## src/core/rtc_out_pkg.sv

```systemverilog
// Package with register map, field positions and timing constants of the RTC output block.
package rtc_out_pkg;

   // ----------------------------------------------------------------------
   // Register map
   // ----------------------------------------------------------------------
   localparam logic [3:0] ADDR_EXT = 4'hd;
   localparam logic [3:0] ADDR_FLAG = 4'he;
   localparam logic [3:0] ADDR_CTRL = 4'hf;

   // Flag register bit positions.
   localparam int UF_BIT = 5;
   localparam int TF_BIT = 4;
   localparam int AF_BIT = 3;
   // Control register bit positions.
   localparam int UIE_BIT = 5;
   localparam int TIE_BIT = 4;
   localparam int AIE_BIT = 3;
   localparam int STOP_BIT = 1;

   typedef struct packed {
      logic factoryTestBit;
      logic alarmWeekOrDaySelect;
      logic updateRateSelect;
      logic timerRun;
      logic freqSelectHi;
      logic freqSelectLo;
      logic timerSourceSelectHi;
      logic timerSourceSelectLo;
   } ext_reg_type;

   localparam ext_reg_type EXT_RESET = 8'h0c;

   // ----------------------------------------------------------------------
   // Clock output selections
   // ----------------------------------------------------------------------
   localparam logic [1:0] SEL_32K = 2'h0;
   localparam logic [1:0] SEL_1K = 2'h1;
   localparam logic [1:0] SEL_1HZ = 2'h2;
   localparam logic [1:0] SEL_GATED = 2'h3;

   // Taps of the 16-bit divider that counts 65536 Hz ticks.
   localparam int TAP_32K = 0;
   localparam int TAP_1K = 5;
   localparam int TAP_1HZ = 15;
   localparam logic [15:0] DIV_LAST = 16'hffff;

   // ----------------------------------------------------------------------
   // Timing
   // ----------------------------------------------------------------------
   localparam longint CLK_HZ = 40_000_000;
   localparam longint TICK_HZ = 65_536;
   // Phase step of the tick generator: TICK_HZ / CLK_HZ scaled by 2**32.
   localparam logic [31:0] NCO_STEP = 32'((TICK_HZ << 32) / CLK_HZ);
   // Longest low time of the update interrupt, in microseconds.
   localparam longint UPDATE_LOW_US = 7_800;
   localparam int UPDATE_LOW_CYCLES = int'((UPDATE_LOW_US * CLK_HZ) / 1_000_000);
   localparam int HOLD_W = 19;

endpackage : rtc_out_pkg

```

## src/core/rtc_irq_and_clock_output.sv

```systemverilog
// Interrupt pin gating and square-wave clock output of the real time clock.
`timescale 1ns/1ps

module rtc_irq_and_clock_output #(
   parameter int unsigned UPDATE_LOW_CYCLES = rtc_out_pkg::UPDATE_LOW_CYCLES
) (
   // Clock and reset
   input wire logic clk,
   input wire logic rst,
   // Register port
   input wire logic regWrite,
   input wire logic [3:0] regAddr,
   input wire logic [7:0] regWData,
   output logic [7:0] regRData,
   // Event sources
   input wire logic timerEvent,
   input wire logic alarmEvent,
   input wire logic minuteEvent,
   // Clock output enable pin
   input wire logic clockOutEnablePin,
   // Open-drain interrupt pin
   output logic irqPinOut,
   output logic irqPinOeN,
   // Push-pull clock output pin
   output logic clockOutPin,
   output logic clockOutPinOeN
);

   // ----------------------------------------------------------------------
   // Helpers
   // ----------------------------------------------------------------------
   function automatic logic tapValue(input logic [1:0] sel, input logic [15:0] div,
                                     input logic halt);
      logic v;
      v = 1'b0;
      case (sel)
         rtc_out_pkg::SEL_32K, rtc_out_pkg::SEL_GATED: v = div[rtc_out_pkg::TAP_32K];
         rtc_out_pkg::SEL_1K: v = div[rtc_out_pkg::TAP_1K];
         rtc_out_pkg::SEL_1HZ: v = div[rtc_out_pkg::TAP_1HZ] & ~halt;
         default: v = 1'b0;
      endcase
      return v;
   endfunction : tapValue

   // ----------------------------------------------------------------------
   // State
   // ----------------------------------------------------------------------
   logic [31:0] acc_q, acc_d;
   logic [15:0] div_q, div_d;
   rtc_out_pkg::ext_reg_type ext_q, ext_d;
   logic uf_q, uf_d, tf_q, tf_d, af_q, af_d;
   logic uie_q, uie_d, tie_q, tie_d, aie_q, aie_d, stop_q, stop_d;
   logic updLow_q, updLow_d;
   logic [rtc_out_pkg::HOLD_W-1:0] hold_q, hold_d;
   logic [1:0] curSel_q, curSel_d;
   logic [7:0] rdata_d;
   logic irqOeN_d, clkOut_d, clkOeN_d;
   logic tick, oneHzTick, updEvent, wrExt, wrFlag, wrCtrl;

   // ----------------------------------------------------------------------
   // Next-state logic
   // ----------------------------------------------------------------------
   always_comb begin
      // Fractional divider: the 40 MHz clock cannot divide evenly to 65536 Hz,
      // so a phase accumulator makes ticks with a little jitter and a mean rate just under 65536 Hz, as NCO_STEP is truncated.
      {tick, acc_d} = {1'b0, acc_q} + {1'b0, rtc_out_pkg::NCO_STEP};
      div_d = tick ? div_q + 16'h0001 : div_q;
      oneHzTick = tick && (div_q == rtc_out_pkg::DIV_LAST);

      wrExt = regWrite && (regAddr == rtc_out_pkg::ADDR_EXT);
      wrFlag = regWrite && (regAddr == rtc_out_pkg::ADDR_FLAG);
      wrCtrl = regWrite && (regAddr == rtc_out_pkg::ADDR_CTRL);

      ext_d = wrExt ? rtc_out_pkg::ext_reg_type'(regWData) : ext_q;
      uie_d = wrCtrl ? regWData[rtc_out_pkg::UIE_BIT] : uie_q;
      tie_d = wrCtrl ? regWData[rtc_out_pkg::TIE_BIT] : tie_q;
      aie_d = wrCtrl ? regWData[rtc_out_pkg::AIE_BIT] : aie_q;
      stop_d = wrCtrl ? regWData[rtc_out_pkg::STOP_BIT] : stop_q;

      // A halted clock makes no update events.
      updEvent = ~stop_q & (ext_q.updateRateSelect ? minuteEvent : oneHzTick);

      // Flags: writing 0 clears, writing 1 keeps; a same-cycle event wins.
      uf_d = updEvent | (uf_q & ~(wrFlag & ~regWData[rtc_out_pkg::UF_BIT]));
      tf_d = timerEvent | (tf_q & ~(wrFlag & ~regWData[rtc_out_pkg::TF_BIT]));
      af_d = alarmEvent | (af_q & ~(wrFlag & ~regWData[rtc_out_pkg::AF_BIT]));

      updLow_d = updLow_q;
      hold_d = hold_q;
      // The enable as it will stand decides, so a clearing write in the event
      // cycle cannot leave the pin pulled low.
      if (updEvent && uie_d) begin
         updLow_d = 1'b1;
         hold_d = '0;
      end else if (updLow_q) begin
         hold_d = hold_q + 1'b1;
         if (!uie_d || !uf_d) begin
            updLow_d = 1'b0;
         end else if (hold_q == rtc_out_pkg::HOLD_W'(UPDATE_LOW_CYCLES - 1)) begin
            updLow_d = 1'b0;
         end
      end

      // Timer and alarm hold the pin while their flag and enable are both set.
      irqOeN_d = ~(updLow_d | (tf_d & tie_d) | (af_d & aie_d));

      // Selection changes only while both old and new taps are low, so no runt
      // pulse appears; the cost is a wait of up to half a slow period.
      curSel_d = curSel_q;
      if (tapValue(curSel_q, div_d, stop_d) == 1'b0 &&
          tapValue({ext_d.freqSelectHi, ext_d.freqSelectLo}, div_d, stop_d) == 1'b0) begin
         curSel_d = {ext_d.freqSelectHi, ext_d.freqSelectLo};
      end
      clkOut_d = tapValue(curSel_d, div_d, stop_d);
      clkOeN_d = (curSel_d == rtc_out_pkg::SEL_GATED) && !clockOutEnablePin;

      rdata_d = 8'h00;
      case (regAddr)
         rtc_out_pkg::ADDR_EXT: rdata_d = ext_q;
         rtc_out_pkg::ADDR_FLAG: begin
            rdata_d[rtc_out_pkg::UF_BIT] = uf_q;
            rdata_d[rtc_out_pkg::TF_BIT] = tf_q;
            rdata_d[rtc_out_pkg::AF_BIT] = af_q;
         end
         rtc_out_pkg::ADDR_CTRL: begin
            rdata_d[rtc_out_pkg::UIE_BIT] = uie_q;
            rdata_d[rtc_out_pkg::TIE_BIT] = tie_q;
            rdata_d[rtc_out_pkg::AIE_BIT] = aie_q;
            rdata_d[rtc_out_pkg::STOP_BIT] = stop_q;
         end
         default: rdata_d = 8'h00;
      endcase
   end

   // ----------------------------------------------------------------------
   // Registers
   // ----------------------------------------------------------------------
   always_ff @(posedge clk) begin
      if (rst) begin
         acc_q <= '0;
         div_q <= '0;
         ext_q <= rtc_out_pkg::EXT_RESET;
         uf_q <= 1'b0;
         tf_q <= 1'b0;
         af_q <= 1'b0;
         uie_q <= 1'b0;
         tie_q <= 1'b0;
         aie_q <= 1'b0;
         stop_q <= 1'b0;
         updLow_q <= 1'b0;
         hold_q <= '0;
         curSel_q <= rtc_out_pkg::SEL_GATED;
         regRData <= 8'h00;
         irqPinOut <= 1'b0;
         irqPinOeN <= 1'b1;
         clockOutPin <= 1'b0;
         clockOutPinOeN <= 1'b1;
      end else begin
         acc_q <= acc_d;
         div_q <= div_d;
         ext_q <= ext_d;
         uf_q <= uf_d;
         tf_q <= tf_d;
         af_q <= af_d;
         uie_q <= uie_d;
         tie_q <= tie_d;
         aie_q <= aie_d;
         stop_q <= stop_d;
         updLow_q <= updLow_d;
         hold_q <= hold_d;
         curSel_q <= curSel_d;
         regRData <= rdata_d;
         irqPinOut <= 1'b0;
         irqPinOeN <= irqOeN_d;
         clockOutPin <= clkOut_d;
         clockOutPinOeN <= clkOeN_d;
      end
   end

endmodule : rtc_irq_and_clock_output

```

## config.mk

```make
export PLATFORM = sky130hd
export DESIGN_NAME = rtc_irq_and_clock_output
export DESIGN_NICKNAME = d
export VERILOG_FILES = /design/src/core/rtc_out_pkg.sv /design/src/core/rtc_irq_and_clock_output.sv
export SDC_FILE = /design/constraint.sdc
export NUM_CORES = 1
export LEC_CHECK = 0
export BUFFER_PORTS_ARGS = -buffer_cell sky130_fd_sc_hd__buf_2
export CAP_MARGIN = 0
export CORE_MARGIN = 8
export CORE_UTILIZATION = 67
export CTS_BUF_LIST = sky130_fd_sc_hd__clkbuf_4 sky130_fd_sc_hd__clkbuf_8
export CTS_CLUSTER_DIAMETER = 150
export CTS_CLUSTER_SIZE = 14
export DETAILED_ROUTE_END_ITERATION = 10
export PLACE_DENSITY_LB_ADDON = 0.12
export SETUP_SLACK_MARGIN = 0.05
export SYNTH_ARGS = -nofsm -noshare
export SYNTH_HDL_FRONTEND = slang
export SYNTH_SLANG_ARGS = --single-unit
```

## constraint.sdc

```tcl
create_clock -name clk -period 6.5 [get_ports clk]
set_input_delay 1.625 -clock clk [delete_from_list [all_inputs] [get_ports clk]]
set_output_delay 1.625 -clock clk [all_outputs]
set_load 0.005 [all_outputs]
```

==> flow_metrics.env <==
export IMPL_status="finished, final reports clean"
export IMPL_synth_top_area_share_pct=44.3
export IMPL_drc=0
export IMPL_synth_ff_type="dfxtp_1"
export IMPL_postSynth_asyncResetShare_pct=0
export IMPL_dpl_hpwl_mm=5.42
export IMPL_wl_per_cell_um=13.0
export IMPL_hold_buffers=0
export IMPL_cts_resized=0
export IMPL_grt_max_degree=70
export IMPL_critPathArrivalTime_ns=4.60
export IMPL_final_antenna_net_count=0
export IMPL_pin_count=31
export IMPL_ys_types=54
export IMPL_p_leak_nw=1.85
export IMPL_final_setup_tns_ns=0
export IMPL_crit_reg2reg_capture="clockOutPin$_SDFF_PP0_"
export IMPL_drv_cap=0
export IMPL_clock_latency_ns=0.35
export IMPL_crit_slowest_cell="and3b_1"
export IMPL_post_cts_setup_buffer_count=0
export IMPL_final_common_cell="dfxtp_1"
export IMPL_dieArea_um2=9230
export IMPL_hp_class="flop to flop"
export IMPL_dpl_cell_area_um2=4490
export IMPL_post_route_period_util_pct=66.2
export IMPL_row_count=29
export IMPL_crit_fanout=8
export IMPL_cp_slowest_stage_delay_ns=0.44
export IMPL_ys_seq_area_share_pct=44.3
export IMPL_worstHoldStart="acc_q[1]$_SDFF_PP0_"
export IMPL_cp_cell_sequence="buf_2 -> and3_1 -> and3b_1 -> mux2_2 -> inv_1 -> ha_1 -> inv_1 -> a22oi_1 -> nand2b_1 -> o221ai_4 -> mux2i_1 -> ha_1 -> a21oi_1 -> o21a_1"
export IMPL_syn_num_nets=494
export IMPL_synth_seq_cells=95
export IMPL_cts_htree_levels=3
export IMPL_die_width_um=96.1
export IMPL_drv_slew=0
export IMPL_critPathLaunchType="primary input"
export IMPL_synth_area_leaders="dfxtp_1 (44%), nor2_1 (8.2%), xor2_1 (7.9%)"
export IMPL_pre_cts_ws_ns=1.86
export IMPL_nets=523
export IMPL_cts_sinks=95
export IMPL_path_class="primary input to flop"
export IMPL_firstDrtPassIters=4
export IMPL_synth_edf_count=0
export IMPL_max_freq_mhz=232
export IMPL_rr_startpoint="acc_q[10]$_SDFF_PP0_"
export IMPL_cts_made_buffers=9
export IMPL_vias=3166
export IMPL_synth_cells=465
export IMPL_fin_util_pct=74.5
export IMPL_power_density_nw_per_um2=277
export IMPL_end_kind="flop"
export IMPL_numPortBuffers=29
export IMPL_grt_usage_pct=17.7
export IMPL_synth_top_area_cell="dfxtp_1"
export IMPL_crit_buf_inv=3
export IMPL_reg2reg_slack_ns=3.58
export IMPL_antenna_found_initial=0
export IMPL_ys_warnings_count=0
export IMPL_dieHeight_um=96.1
export IMPL_tritoncts="built"
export IMPL_cpLargestDelayFamily="simple AND/OR/NAND/NOR gates"
export IMPL_hold_violations=0
export IMPL_slew_headroom_pct=52.7
export IMPL_final_cells=576
export IMPL_clock_path_buffers=2
export IMPL_start_util_pct=68.4
export IMPL_diodes=0
export IMPL_finalCriticalPeriod_ns=4.30
export IMPL_area_delta_synth_final_pct=8.85
export IMPL_ff2ff_path_depth=10
export IMPL_synth_area_um2=4300
export IMPL_grt_pass1_vias=3108
export IMPL_drive_above_1_share_pct=13.4
export IMPL_grt_pass1_wl_mm=13.2
export IMPL_path_clk_slew_ns=0.09
export IMPL_design_area_um2=4680
export IMPL_rsz0062_at_grt="no"
export IMPL_crit_required_ns=6.80
export IMPL_layout_setup_ws_ns=2.20
export IMPL_wl_mm=7.49
export IMPL_core_um2=6280
export IMPL_gp_congestion=0.873
export IMPL_overflow=0
export IMPL_ir_drop_v=0.000243
export IMPL_setup_violations=0
export IMPL_drtIter0Drc=98
export IMPL_ctsRootBufferMaster="clkbuf_8"
export IMPL_tightestPinTransition_ns=0.709
export IMPL_finClkSkew_ns=0.00704
export IMPL_hold_ws_ns=0.464
export IMPL_syn_avg_cell_area_um2=9.24
export IMPL_layout_common_cells="dfxtp_1 (95), nor2_1 (94), xor2_1 (39)"
export IMPL_min_to="acc_q[1]$_SDFF_PP0_"
export IMPL_total_power_mw=1.29
export IMPL_worst_hold_path_num_cells=1
export IMPL_dp_cells=560
export IMPL_via_per_inst=5.50
worst register-to-register path, cell delays in order, from the launching register on:
cell	delay [ns]
dfxtp_1	0.34
nor4_2	0.37
o211ai_2	0.21
a32oi_4	0.48
nor4b_4	0.10
xnor2_2	0.19
o221ai_4	0.35
mux2i_1	0.29
ha_1	0.28
a21oi_1	0.13
o21a_1	0.14
metal layers:
| layer | global-route usage (%) | share of wire [%] |
|---|---|---|
| met1 | 20.3 | 45 |
| met2 | 30.8 | 49 |
| met5 | 0 | 0 |
| met4 | 7.04 | 1.2 |
| met3 | 4.45 | 5.2 |
cell families after synthesis:
kind of cell	share of synthesized area, %
AOI/OAI and AO/OA	7.95
xor gates and xnor gates	11.6
adders and majority gates	2.91
buffers and inverters	2.71
DFF	44.3
muxes	5.77
other	0.0873
and+or+nand+nor	24.8
final cells by class:
class	count	area, um^2
multi-input combinational	342	2280
sequential	95	1900
fill	489	1600
clock buffer	12	159
timing repair buffer	30	153
tap	77	96.3
inverter	16	60.1
clock inverter	4	28.8
cells in the mapped netlist, drive strengths merged, types with 8 or more instances:
cell,instances
a21oi,9
mux2i,18
nand4,11
nand3,17
nor2,94
o21ai,11
ha,10
inv,16
dfxtp,95
xnor2,16
nor3,11
clkbuf,10
xor2,39
and2,8
nand2,27
registers in the layout (all words and copies together) (netlist names):
signal          cells
curSel_q            2
updLow_q            1
hold_q             19
aie_q               1
stop_q              1
div_q              16
clockOutPin         1
af_q                1
ext_q               8
uf_q                1
acc_q              31
irqPinOeN           1
clockOutPinOeN      1
tie_q               1
tf_q                1
uie_q               1
regRData            8
worst max path at each step:
stage          startpoint                     end  slack [ns]  depth (start not counted)
3_3_place_gp   regAddr[2]  clockOutPin$_SDFF_PP0_        1.96                         14
3_5_place_dp   regAddr[2]  clockOutPin$_SDFF_PP0_        1.86                         14
4_1_cts        regAddr[2]  clockOutPin$_SDFF_PP0_        2.22                         14
6_report       regAddr[2]  clockOutPin$_SDFF_PP0_        2.20                         14
5_1_grt        regAddr[2]  clockOutPin$_SDFF_PP0_        1.94                         15
2_1_floorplan  regAddr[1]  clockOutPin$_SDFF_PP0_        2.04                         14
where the power goes:
part           internal, mW  switching [mW]  leakage, nW
clock network         0.165           0.192       0.0924
logic                 0.109           0.127        0.985
registers             0.632          0.0700        0.773
No activity file was read; power rests on OpenSTA's default activity.
